File: src/dom_params.svh
`ifndef DOM_PARAMS_SVH
`define DOM_PARAMS_SVH
`define DOM_CFG_OFS 2'h0
`define DOM_TRFC_OFS 2'h1
`define DOM_TXP_OFS 2'h2
`define DOM_STAT_OFS 2'h3
`define DOM_CFG_W 10
`define DOM_CFG_RST 10'h250
`define DOM_TRFC_RST 8'h40
`define DOM_TXP_RST 8'h0a
`define DOM_ST_ERR 8
`define DOM_ST_ANPD 16
`define DOM_ODTH4 3'h4
`define DOM_ODTH8 3'h6
`define DOM_CWN4 6'h04
`define DOM_CWN8 6'h06
`define DOM_CLK_PS 8000
`define DOM_TAONPD_MIN_PS 2000
`define DOM_TAONPD_MAX_PS 8500
`define DOM_TAON_MIN_CYC ((`DOM_TAONPD_MIN_PS + `DOM_CLK_PS - 1) / `DOM_CLK_PS)
`define DOM_TAON_MAX_CYC (`DOM_TAONPD_MAX_PS / `DOM_CLK_PS)
`endif

File: src/dom_pkg.sv
package dom_pkg;
    typedef struct packed {
        logic dyn_en;
        logic a12;
        logic [3:0] cwl;
        logic [3:0] al;
    } dom_cfg_s;
    typedef struct packed {
        logic ck;
        logic cke;
        logic odt;
        logic wr;
        logic bc4;
        logic ref_c;
    } dom_pins_s;
    typedef enum logic [1:0] {DOM_ACT, DOM_PD, DOM_EXIT} dom_st_e;
endpackage

File: src/dom_odt_timing.sv
// How it works
// controller keeps ODT high 4 clocks from rise and after a BC4 write
// without a write, only ODT rise to ODT fall is measured
// ODT rising with a BC4 write and held 4 clocks is legal
// ODT rising with a BL8 write must stay high 6 clocks
// DLL frozen in precharge power-down selects asynchronous ODT response
// asynchronous response ignores additive latency
// async turn-on starts after 2 ns, complete by 8.5 ns
// async turn-off starts after 2 ns, high impedance by 8.5 ns
// in power-down ODT stays live but reads and writes are not accepted
// entry window ends when CKE is first registered low
// a refresh in progress extends entry window to tRFC after it
// window lead time is write latency minus one clock
// inside a window either sync or async timing is acceptable
// exit window ends tXPDLL after CKE registered high, then sync
// ODT changes before the entry window get synchronous response
// overlapping entry then exit windows allow either response throughout
// overlapping exit then entry windows allow either response throughout
// sync termination follows registered ODT by write latency minus two
// dynamic ODT selects write strength after a write, nominal after 4 or 6 more
// outside power-down and windows ODT is synchronous with additive latency
//
// Local design decisions: the register offsets and the Avalon-MM register port.
`include "dom_params.svh"
`timescale 1ns/10ps
`default_nettype none
module dom_odt_timing #(
    parameter int SR_DEPTH = 32
) (
    input wire logic clk,
    input wire logic resetn,
    input wire logic [3:0] avs_address,
    input wire logic avs_read,
    input wire logic avs_write,
    input wire logic [31:0] avs_writedata,
    input wire logic [3:0] avs_byteenable,
    output logic [31:0] avs_readdata,
    output logic avs_waitrequest,
    input wire logic ck_pin,
    input wire logic cke_pin,
    input wire logic odt_pin,
    input wire logic wr_pin,
    input wire logic bc4_pin,
    input wire logic ref_pin,
    output logic rtt_on,
    output logic rtt_wr_sel,
    output logic async_active
);
    function automatic logic [31:0] be_merge(input logic [31:0] old, input logic [31:0] nw,
                                             input logic [3:0] be);
        logic [31:0] r;
        r = old;
        for (int i = 0; i < 4; i++)
        begin
            if (be[i])
            begin
                r[i*8 +: 8] = nw[i*8 +: 8];
            end
        end
        return r;
    endfunction

    dom_pkg::dom_pins_s pin_m;
    dom_pkg::dom_pins_s pin_s;
    logic ck_d;
    dom_pkg::dom_cfg_s cfg;
    logic [7:0] trfc;
    logic [7:0] txp;
    logic odth_err;
    logic ack;
    logic [SR_DEPTH-1:0] odt_sr;
    logic [2:0] hi_cnt;
    logic [2:0] wh_cnt;
    logic [2:0] wh_need;
    logic wh_act;
    logic wr_run;
    logic [5:0] wr_cnt;
    logic [5:0] wr_end;
    logic [7:0] ref_cnt;
    logic [7:0] xp_cnt;
    dom_pkg::dom_st_e st;

    // pins cross from the controller's clock; ck itself is only sampled
    always_ff @(posedge clk)
    begin
        if (!resetn)
        begin
            pin_m <= '0;
            pin_s <= '0;
            ck_d <= 1'b0;
        end
        else
        begin
            pin_m <= {ck_pin, cke_pin, odt_pin, wr_pin, bc4_pin, ref_pin};
            pin_s <= pin_m;
            ck_d <= pin_s.ck;
        end
    end

    wire ck_rise = pin_s.ck & ~ck_d;
    wire [4:0] wl = {1'b0, cfg.al} + {1'b0, cfg.cwl};
    wire [4:0] odtl = (wl > 5'h02) ? wl - 5'h02 : 5'h00;
    wire [4:0] anpd = (wl > 5'h01) ? wl - 5'h01 : 5'h00;
    wire in_pd = (st != dom_pkg::DOM_ACT);
    wire wr_evt = ck_rise & pin_s.wr & ~in_pd;
    wire ref_evt = ck_rise & pin_s.ref_c & ~in_pd;
    wire ref_busy = (ref_cnt != 8'h00);
    wire odt_rise = ck_rise & pin_s.odt & ~odt_sr[0];
    wire odt_fall = ck_rise & ~pin_s.odt & odt_sr[0];
    wire [2:0] bst_need = pin_s.bc4 ? `DOM_ODTH4 : `DOM_ODTH8;
    // a write with ODT low starts no hold; only the rise count applies then
    wire viol = odt_fall & ((hi_cnt < `DOM_ODTH4) | (wh_act & (wh_cnt < wh_need)));
    // async is chosen only once CKE is low and any refresh has run out
    wire async_mode = ~cfg.a12 & in_pd & ~ref_busy;
    wire sync_odt = odt_sr[odtl];
    // async needs one clk: 8 ns sits between the 2 ns and 8.5 ns limits
    wire next_rtt = async_mode ? pin_s.odt : sync_odt;
    wire next_rtt_wr = wr_run & (wr_cnt >= {1'b0, odtl}) & (wr_cnt < wr_end);
    wire bus_req = avs_read | avs_write;
    wire wr_go = avs_write & ack;
    wire [1:0] widx = avs_address[3:2];
    wire [31:0] stat = {11'h000, anpd, 7'h00, odth_err, 2'h0, ref_busy,
                        st == dom_pkg::DOM_EXIT, in_pd, async_active, rtt_wr_sel, rtt_on};
    wire [31:0] rd_mux = (widx == `DOM_CFG_OFS) ? {22'h0, cfg} :
                         (widx == `DOM_TRFC_OFS) ? {24'h000000, trfc} :
                         (widx == `DOM_TXP_OFS) ? {24'h000000, txp} : stat;
    wire [31:0] cfg_m = be_merge({22'h0, cfg}, avs_writedata, avs_byteenable);
    wire [31:0] trfc_m = be_merge({24'h000000, trfc}, avs_writedata, avs_byteenable);
    wire [31:0] txp_m = be_merge({24'h000000, txp}, avs_writedata, avs_byteenable);
    wire err_clr = wr_go & (widx == `DOM_STAT_OFS) & avs_byteenable[1] &
                   avs_writedata[`DOM_ST_ERR];
    wire addr_ok = (avs_address[1:0] == 2'h0);

    assign avs_waitrequest = bus_req & ~ack;

    always_ff @(posedge clk)
    begin
        if (!resetn)
        begin
            ack <= 1'b0;
            avs_readdata <= 32'h00000000;
            cfg <= `DOM_CFG_RST;
            trfc <= `DOM_TRFC_RST;
            txp <= `DOM_TXP_RST;
            odth_err <= 1'b0;
        end
        else
        begin
            ack <= bus_req & ~ack;
            avs_readdata <= (avs_read & ~ack) ? (addr_ok ? rd_mux : 32'h00000000) : avs_readdata;
            cfg <= (wr_go & addr_ok & (widx == `DOM_CFG_OFS)) ? cfg_m[`DOM_CFG_W-1:0] : cfg;
            trfc <= (wr_go & addr_ok & (widx == `DOM_TRFC_OFS)) ? trfc_m[7:0] : trfc;
            txp <= (wr_go & addr_ok & (widx == `DOM_TXP_OFS)) ? txp_m[7:0] : txp;
            // a violation in the clearing cycle is kept
            odth_err <= viol | (odth_err & ~(err_clr & addr_ok));
        end
    end

    // history of registered ODT, one step per CK rise
    always_ff @(posedge clk)
    begin
        if (!resetn)
        begin
            odt_sr <= '0;
        end
        else if (ck_rise)
        begin
            odt_sr <= {odt_sr[SR_DEPTH-2:0], pin_s.odt};
        end
    end

    // hold counters saturate at 7, above every needed span
    wire wh_start = wr_evt & pin_s.odt;
    wire [2:0] next_hi_cnt = odt_rise ? 3'h1 : hi_cnt + {2'h0, pin_s.odt & (hi_cnt != 3'h7)};
    wire [2:0] next_wh_cnt = wh_start ? 3'h1 : wh_cnt + {2'h0, pin_s.odt & (wh_cnt != 3'h7)};
    always_ff @(posedge clk)
    begin
        if (!resetn)
        begin
            hi_cnt <= 3'h0;
            wh_cnt <= 3'h0;
            wh_need <= 3'h0;
            wh_act <= 1'b0;
        end
        else if (ck_rise)
        begin
            hi_cnt <= next_hi_cnt;
            wh_cnt <= next_wh_cnt;
            wh_need <= wh_start ? bst_need : wh_need;
            wh_act <= wh_start | (wh_act & pin_s.odt);
        end
    end

    always_ff @(posedge clk)
    begin
        if (!resetn)
        begin
            wr_run <= 1'b0;
            wr_cnt <= 6'h00;
            wr_end <= 6'h00;
        end
        else if (wr_evt)
        begin
            wr_run <= cfg.dyn_en;
            wr_cnt <= 6'h00;
            wr_end <= {1'b0, odtl} + (pin_s.bc4 ? `DOM_CWN4 : `DOM_CWN8);
        end
        else if (ck_rise & wr_run)
        begin
            wr_run <= (wr_cnt != wr_end);
            wr_cnt <= wr_cnt + {5'h00, wr_cnt != wr_end};
        end
    end

    always_ff @(posedge clk)
    begin
        if (!resetn)
        begin
            ref_cnt <= 8'h00;
        end
        else if (ref_evt | (ck_rise & ref_busy))
        begin
            ref_cnt <= ref_evt ? trfc : ref_cnt - 8'h01;
        end
    end

    // the device cannot see CKE ahead of time, so the entry window stays
    // synchronous until CKE low, and the exit lead stays asynchronous
    always_ff @(posedge clk)
    begin
        if (!resetn)
        begin
            st <= dom_pkg::DOM_ACT;
            xp_cnt <= 8'h00;
        end
        else if (ck_rise)
        begin
            unique case (st)
                dom_pkg::DOM_ACT:
                begin
                    if (~pin_s.cke)
                    begin
                        st <= dom_pkg::DOM_PD;
                    end
                end
                dom_pkg::DOM_PD:
                begin
                    if (pin_s.cke)
                    begin
                        st <= dom_pkg::DOM_EXIT;
                        xp_cnt <= txp;
                    end
                end
                dom_pkg::DOM_EXIT:
                begin
                    if (~pin_s.cke)
                    begin
                        st <= dom_pkg::DOM_PD;
                    end
                    else if (xp_cnt == 8'h00)
                    begin
                        st <= dom_pkg::DOM_ACT;
                    end
                    else
                    begin
                        xp_cnt <= xp_cnt - 8'h01;
                    end
                end
            endcase
        end
    end

    // the path mux may glitch once at a mode switch; windows allow it
    always_ff @(posedge clk)
    begin
        if (!resetn)
        begin
            rtt_on <= 1'b0;
            rtt_wr_sel <= 1'b0;
            async_active <= 1'b0;
        end
        else
        begin
            rtt_on <= next_rtt;
            rtt_wr_sel <= next_rtt_wr;
            async_active <= async_mode;
        end
    end
endmodule
`default_nettype wire

File: config.mk
export PLATFORM = sky130hd
export DESIGN_NAME = dom_odt_timing
export DESIGN_NICKNAME = d
export VERILOG_FILES = /design/src/dom_pkg.sv /design/src/dom_odt_timing.sv
export VERILOG_INCLUDE_DIRS = /design/src /design/src/src
export SDC_FILE = /design/constraint.sdc
export NUM_CORES = 1
export LEC_CHECK = 0
export BUFFER_PORTS_ARGS = -buffer_cell sky130_fd_sc_hd__buf_2
export CORE_ASPECT_RATIO = 0.8
export CORE_MARGIN = 2
export CORE_UTILIZATION = 51
export CTS_CLUSTER_SIZE = 30
export DETAILED_ROUTE_END_ITERATION = 10
export GPL_TIMING_DRIVEN = 0
export PLACE_DENSITY = 0.72
export RECOVER_POWER = 25
export SYNTH_ARGS = -nofsm -noshare
export SYNTH_HDL_FRONTEND = slang
export SYNTH_SLANG_ARGS = --single-unit
File: constraint.sdc
create_clock -name clk -period 8.9 [get_ports clk]
set_input_delay 0.445 -clock clk [delete_from_list [all_inputs] [get_ports clk]]
set_output_delay 0.445 -clock clk [all_outputs]
set_load 0.02 [all_outputs]
== Word level (Yosys, flattened, before mapping) ==
Index checks and enable logic that the tools add are counted.
Storage, ports and cells
  bits of input ports: 50
  output and inout bits: 36
  register bits: 149
Cells by class
  reduce and logical (&&, ||, !) cells: 16
  mux-type cells: 25
  equality and inequality tests: 13
  $lt $le $gt $ge: 7
  add/sub/neg operators: 9
  bitwise logic cells: 47
Operators by type and width (count)
  21-bit two-way mux: 4
  1-bit AND: 33
  8-bit two-way mux: 4
  8-bit case mux with 2 select lines: 1
  8-bit by 1-bit subtractor with 8-bit output, second input constant: 2
  2-bit two-way mux: 6
  5-bit two-way mux: 2
  2-bit AND reduction: 5
  1-bit inverter: 9
  8-bit zero test: 1
  2-bit != test, second input constant: 4
  8-bit nonzero test: 1
  3-bit by 1-bit adder with 3-bit output: 2
  5-bit by 3-bit adder with 6-bit output: 1
  6-bit by 1-bit adder with 6-bit output: 1
  2-bit == test, second input constant: 3
  6-bit by 5-bit >= comparator with 1-bit output: 1
  2-bit zero test: 3
  5-bit by 6-bit less-than comparator with 1-bit output, second input constant: 1
  6-bit less-than comparator: 1
  3-bit two-way mux: 2
  3-bit != test, second input constant: 2
  6-bit != test: 1
  2-bit case mux with 3 select lines: 1
  other kinds (16): 26

== Longest topological paths before layout ==
  word-level depth: 8
  gate-level depth with buffers: 17
  mapped depth without buffers: 15

== Worst setup path after synthesis ==
No wires, ideal clock.
  path type: register to register
  from: register cfg[0] (netlist name)
  to: register rtt_wr_sel
  required time: 8.775 ns
  path slack: 5.702 ns
  buffers on the path: 1
  data arrival time: 3.073 ns
  library setup time: 0.125 ns
  cell stages (with the launch flop): 17
  path through: dfxtp_1 > ha_1 > fa_1 > xnor2_2 > ha_1 > a21o_1 > o211ai_2 > buf_4 > and2_1 > ha_1 > nand2b_1 > a21oi_1 > nor2b_1 > o21ai_0 > nand2b_1 > a211oi_1 > a211oi_1
On the way
  longest elaborated chain between the ends: 6
  elaborated cells on any way between the ends: 7
  classes of those cells: 2 x add/sub; 2 x order compare; 1 x mux; 2 x bitwise
RTL lines
  start: declaration: line dom_odt_timing.sv:66  | dom_pkg::dom_cfg_s cfg;
  start signal: assignment: line dom_odt_timing.sv:142  | cfg <= `DOM_CFG_RST;
  start signal: assignment: line dom_odt_timing.sv:151  | cfg <= (wr_go & addr_ok & (widx == `DOM_CFG_OFS)) ? cfg_m[`DOM_CFG_W-1:0] : cfg;
  4-bit by 4-bit adder with 5-bit output (*): line dom_odt_timing.sv:101  | wire [4:0] wl = {1'b0, cfg.al} + {1'b0, cfg.cwl};
  5-bit by 2-bit subtractor with 5-bit output or 5-bit by 2-bit > comparator with 1-bit output (tied branches): line dom_odt_timing.sv:102  | wire [4:0] odtl = (wl > 5'h02) ? wl - 5'h02 : 5'h00;
  5-bit two-way mux (*): line dom_odt_timing.sv:102
  via odtl[0]: line dom_odt_timing.sv:102
  6-bit by 5-bit >= comparator with 1-bit output (*): line dom_odt_timing.sv:118  | wire next_rtt_wr = wr_run & (wr_cnt >= {1'b0, odtl}) & (wr_cnt < wr_end);
  1-bit AND (*) (2 in series): line dom_odt_timing.sv:118
  end signal: assignment: line dom_odt_timing.sv:285  | rtt_wr_sel <= next_rtt_wr;
  end: declaration: line dom_odt_timing.sv:46  | output logic rtt_wr_sel,
Mark *: on every way through the listed nets, which the timed path passes. The rest lies on a longest branch.
A chain may end at the register's enable or synchronous reset.

== Final worst setup path ==
  from: register cfg[4] (netlist name)
  to: register rtt_wr_sel
Same word-level chain as after synthesis.

==> out/metrics.cfg <==
[outcome]
result_of_the_run = completed

[clocking]
ctsHoldBuffers = 0
cts_root_buf = sky130_fd_sc_hd__clkbuf_16
cts_setup_buffers = 0
cts_inserted_buffers = 17
clk_transition_reported_paths_ns = 0.06
cts.path.max_buffers = 2
cts.sink_count = 131
cts_resized = 0
cts_tree = built
cts-htree-levels = 4
clock_insertion_delay_worst_skew_ns = 0.42

[floorplan]
ios = 86
die_h_um = 106
fp.coreArea_sq_um = 12800
floorplan.die.width_um = 131
design.die.area_sq_um = 13900
rows = 37
initial_utilization_pct = 51.7

[setup_path]
worstPathArrival_ns = 4.05
reg2reg_depth = 16
worst_path_max_delay_cell = sky130_fd_sc_hd__fa_1
critPathRequiredTime_ns = 9.20
worstPathBufferInverterCount = 2
critical_path_cell_count = 16
critPathLaunchType = flip-flop
path_cells = ha_1, fa_1, inv_1, ha_1, a21o_1, o211ai_2, buf_4, and2_1, ha_1, nand2b_1, a21oi_1, nor2b_1, o21ai_0, nand2b_1, a211oi_1, a211oi_1
setup.worst_path.class = reg2reg
crit_path_end_kind = flip-flop
critical_path.most_common_cell = sky130_fd_sc_hd__ha_1
cp_top_family = adder cells
timing.critical_path.fanout_max = 10
crit_path_max_incr_delay_ns = 0.72

[drt]
first_pass_iters = 5
drt-total-wl_mm = 16.1
ant_nets = 0
wire_per_inst_um = 16.0
route.detailed.drc = 0
vias_per_cell = 5.47
detailroute.via_count = 5516
drt-initial-drc-count = 443

[synthesis]
yosys.area.top_type_share_pct = 39.7
ys_dominant_reg_cell = sky130_fd_sc_hd__dfxtp_1
synth.area.top_cells = sky130_fd_sc_hd__dfxtp_1, sky130_fd_sc_hd__nand2_1, sky130_fd_sc_hd__ha_1
synth_top_area_cell = sky130_fd_sc_hd__dfxtp_1
synth_async_sr_flop_share_pct = 0
synth_seq_area_share_pct = 39.7
synth.lib_cells_used.distinct = 64
avg_synthesized_cell_area_sq_um = 8.88
netlist_instances = 744
synth.ff_latch_count = 131
synthesis.area_sq_um = 6610
synth_warnings = 0
synth-edff-count = 0

[global_route]
grt_usage_pct = 24.5
grtUsageMet2_pct = 38.8
grt_pass1_wl_mm = 26.6
gr_busiest_metal = met2
grt_start_max_net_pins = 17
met3_usage_pct = 6.25
grt_overflow = 0
grt_util_met1_pct = 32.1
grt_pass1_vias = 5357
antenna_found_initial = 0

[timing]
timing.final.crit_share_pct = 42.1
worst_clk_skew_ns = 0.00630
setup-violations-final = 0
pin_slew_with_the_least_headroom_to_its_limit_ns = 0.755
count_of_pins_over_their_slew_limit = 0
grt_setup_unrepaired = no
timing.setup.tns_ns = 0
period_minus_slack_ns = 3.75
max_clock_freq_mhz = 267
worst_slew_margin_rel_pct = 49.7
report.final.hold_viol_count = 0

[power_and_ir_drop]
post-layout-total-power_w = 0.00141
worst_ir_drop_vdd_uv = 137
power.density_nw_per_um2 = 183
power.static_leakage_nw = 3.11

[final_layout]
drive_gt1_share_pct = 11.8
layout-area-overhead-vs-synth_pct = 16.4
number_of_diodes_added_for_antenna_fixing = 0
post-route-util_pct = 60.2
design.final.nets = 903
layoutNonFillerInstCount = 1008

[worst_hold_path]
worst_hold_path.num_cells = 2
worstHoldPathType = in2reg

[run]
max_cap_violations = 0

[placed_design]
place_congestion = 0.888
placedCellCount = 976
detailed_place_hpwl_mm = 11.8
numPortBuffers = 41

## where the power goes
part / switching [W] / leakage, nW / internal [W]
clock network: 0.000260 / 0.298 / 0.000462
logic: 0.0000555 / 1.75 / 0.0000338
registers: 0.00000569 / 1.06 / 0.000594
total: 0.000321 / 3.11 / 0.00109
## worst paths after layout
| kind | start | end | slack, ns |
|---|---|---|---|
| setup / recovery | cfg[4]$_SDFFE_PN1P_ | rtt_wr_sel$_SDFF_PN0_ | 5.15 |
| hold reg to reg | pin_m[3]$_SDFF_PN0_ | pin_s[3]$_SDFF_PN0_ | 0.43 |
| hold / removal | bc4_pin | pin_m[1]$_SDFF_PN0_ | 0.23 |
| setup reg to reg | cfg[4]$_SDFFE_PN1P_ | rtt_wr_sel$_SDFF_PN0_ | 5.15 |
## state kept, by name, summed over array words and instances (netlist names), 2 cells and up
name	flops
avs_readdata	15
cfg	10
hi_cnt	3
odt_sr	32
pin_m	6
pin_s	6
ref_cnt	8
st	2
trfc	8
txp	8
wh_cnt	3
wh_need	2
wr_cnt	6
wr_end	6
xp_cnt	8
## cell usage after synthesis (5+ instances only)
cell and instances:
sky130_fd_sc_hd__nor2b_1 46, sky130_fd_sc_hd__nor2_1 34, sky130_fd_sc_hd__xor2_1 7, sky130_fd_sc_hd__a21boi_0 43, sky130_fd_sc_hd__dfxtp_1 131, sky130_fd_sc_hd__nand4_1 7, sky130_fd_sc_hd__nor4_1 5, sky130_fd_sc_hd__a22oi_1 18
sky130_fd_sc_hd__nand2_1 113, sky130_fd_sc_hd__xnor2_1 6, sky130_fd_sc_hd__inv_1 23, sky130_fd_sc_hd__nand2b_1 10, sky130_fd_sc_hd__a21oi_1 19, sky130_fd_sc_hd__mux4_2 9, sky130_fd_sc_hd__clkbuf_1 36, sky130_fd_sc_hd__o21ai_0 35
sky130_fd_sc_hd__o211ai_1 5, sky130_fd_sc_hd__mux2i_1 34, sky130_fd_sc_hd__ha_1 32, sky130_fd_sc_hd__nor3_1 6, sky130_fd_sc_hd__and2_1 26, sky130_fd_sc_hd__nand3_1 16, sky130_fd_sc_hd__buf_4 18
## layout make-up
cell class              count  area (sq um)
plain buffers              61           309
clock buffers              20           467
clock inverters            12           154
fillers                  1116          5090
inverters                  23          86.3
multi-input cells         545          3650
flip-flops and latches    131          2620
well taps                 175           219
repair buffers             41           181
## logic make-up (layout without fill, tap and decap cells)
group | count (synthesis) | in the layout | synth area share (%)
compound gates | 159 | 159 | 16.8
xor+xnor | 14 | 14 | 1.97
fa+ha+maj | 33 | 33 | 6.36
buf+inv | 84 | 157 | 5.98
flops | 131 | 131 | 39.7
mux | 45 | 45 | 8.56
other cells | 1 | 17 | 0.0567
simple gates | 277 | 277 | 20.6
## through the flow
step | area [sq um] | setup WS [ns] | hold WS [ns]
after CTS | 7710 | 5.17 | 0.214
after global routing | 7690 | 4.87 | 0.216
after detailed placement | 7090 | 5.21 | 0.418
after global placement | 7090 | 5.29 | 0.416
after floorplan | 6670 | 5.70 | 0.412
final | 7690 | 5.15 | 0.228
## cells in the final DEF, fill, tap and decap left out, types with 3 or more instances in the layout
cell type / n
sky130_fd_sc_hd__clkbuf_16: 17
sky130_fd_sc_hd__dfxtp_1: 131
sky130_fd_sc_hd__o221a_2: 3
sky130_fd_sc_hd__a211oi_1: 3
sky130_fd_sc_hd__ha_1: 32
sky130_fd_sc_hd__nor2b_1: 46
sky130_fd_sc_hd__clkbuf_1: 56
sky130_fd_sc_hd__conb_1: 17
sky130_fd_sc_hd__a21boi_0: 43
sky130_fd_sc_hd__mux4_2: 9
sky130_fd_sc_hd__buf_2: 26
sky130_fd_sc_hd__a21oi_1: 19
sky130_fd_sc_hd__and2_0: 3
sky130_fd_sc_hd__mux2i_1: 34
sky130_fd_sc_hd__xnor2_1: 6
sky130_fd_sc_hd__nor4_1: 5
sky130_fd_sc_hd__xor2_1: 7
sky130_fd_sc_hd__a22oi_1: 18
sky130_fd_sc_hd__clkinvlp_4: 3
sky130_fd_sc_hd__o211ai_1: 5
sky130_fd_sc_hd__a31oi_1: 4
sky130_fd_sc_hd__inv_1: 23
sky130_fd_sc_hd__clkbuf_8: 3
sky130_fd_sc_hd__nor2_1: 34
sky130_fd_sc_hd__clkinv_2: 3
sky130_fd_sc_hd__bufinv_16: 3
sky130_fd_sc_hd__nand2b_1: 10
sky130_fd_sc_hd__nand2_1: 113
sky130_fd_sc_hd__a32oi_1: 4
sky130_fd_sc_hd__nand3_1: 16
sky130_fd_sc_hd__o211a_1: 3
sky130_fd_sc_hd__nand4_1: 7
sky130_fd_sc_hd__buf_4: 18
sky130_fd_sc_hd__and3_1: 3
sky130_fd_sc_hd__o21ai_0: 35
sky130_fd_sc_hd__nor3_1: 6
sky130_fd_sc_hd__and2_1: 23
## worst reg2reg max path, stage by stage, from the launching register on
cell	delay, ns
sky130_fd_sc_hd__dfxtp_1	0.34
sky130_fd_sc_hd__ha_1	0.22
sky130_fd_sc_hd__fa_1	0.72
sky130_fd_sc_hd__inv_1	0.19
sky130_fd_sc_hd__ha_1	0.32
sky130_fd_sc_hd__a21o_1	0.20
sky130_fd_sc_hd__o211ai_2	0.10
sky130_fd_sc_hd__buf_4	0.20
sky130_fd_sc_hd__and2_1	0.17
sky130_fd_sc_hd__ha_1	0.23
sky130_fd_sc_hd__nand2b_1	0.14
sky130_fd_sc_hd__a21oi_1	0.19
sky130_fd_sc_hd__nor2b_1	0.06
sky130_fd_sc_hd__o21ai_0	0.14
sky130_fd_sc_hd__nand2b_1	0.07
sky130_fd_sc_hd__a211oi_1	0.26
sky130_fd_sc_hd__a211oi_1	0.08
## routing by layer
metal / vias to the layer above / wire length (um)
met4: 0 / 288
li1: 2707 / -
met2: 186 / 7130
met3: 24 / 1140
met5: - / 0
met1: 2599 / 7550
No activity file was read; power rests on OpenSTA's default activity.
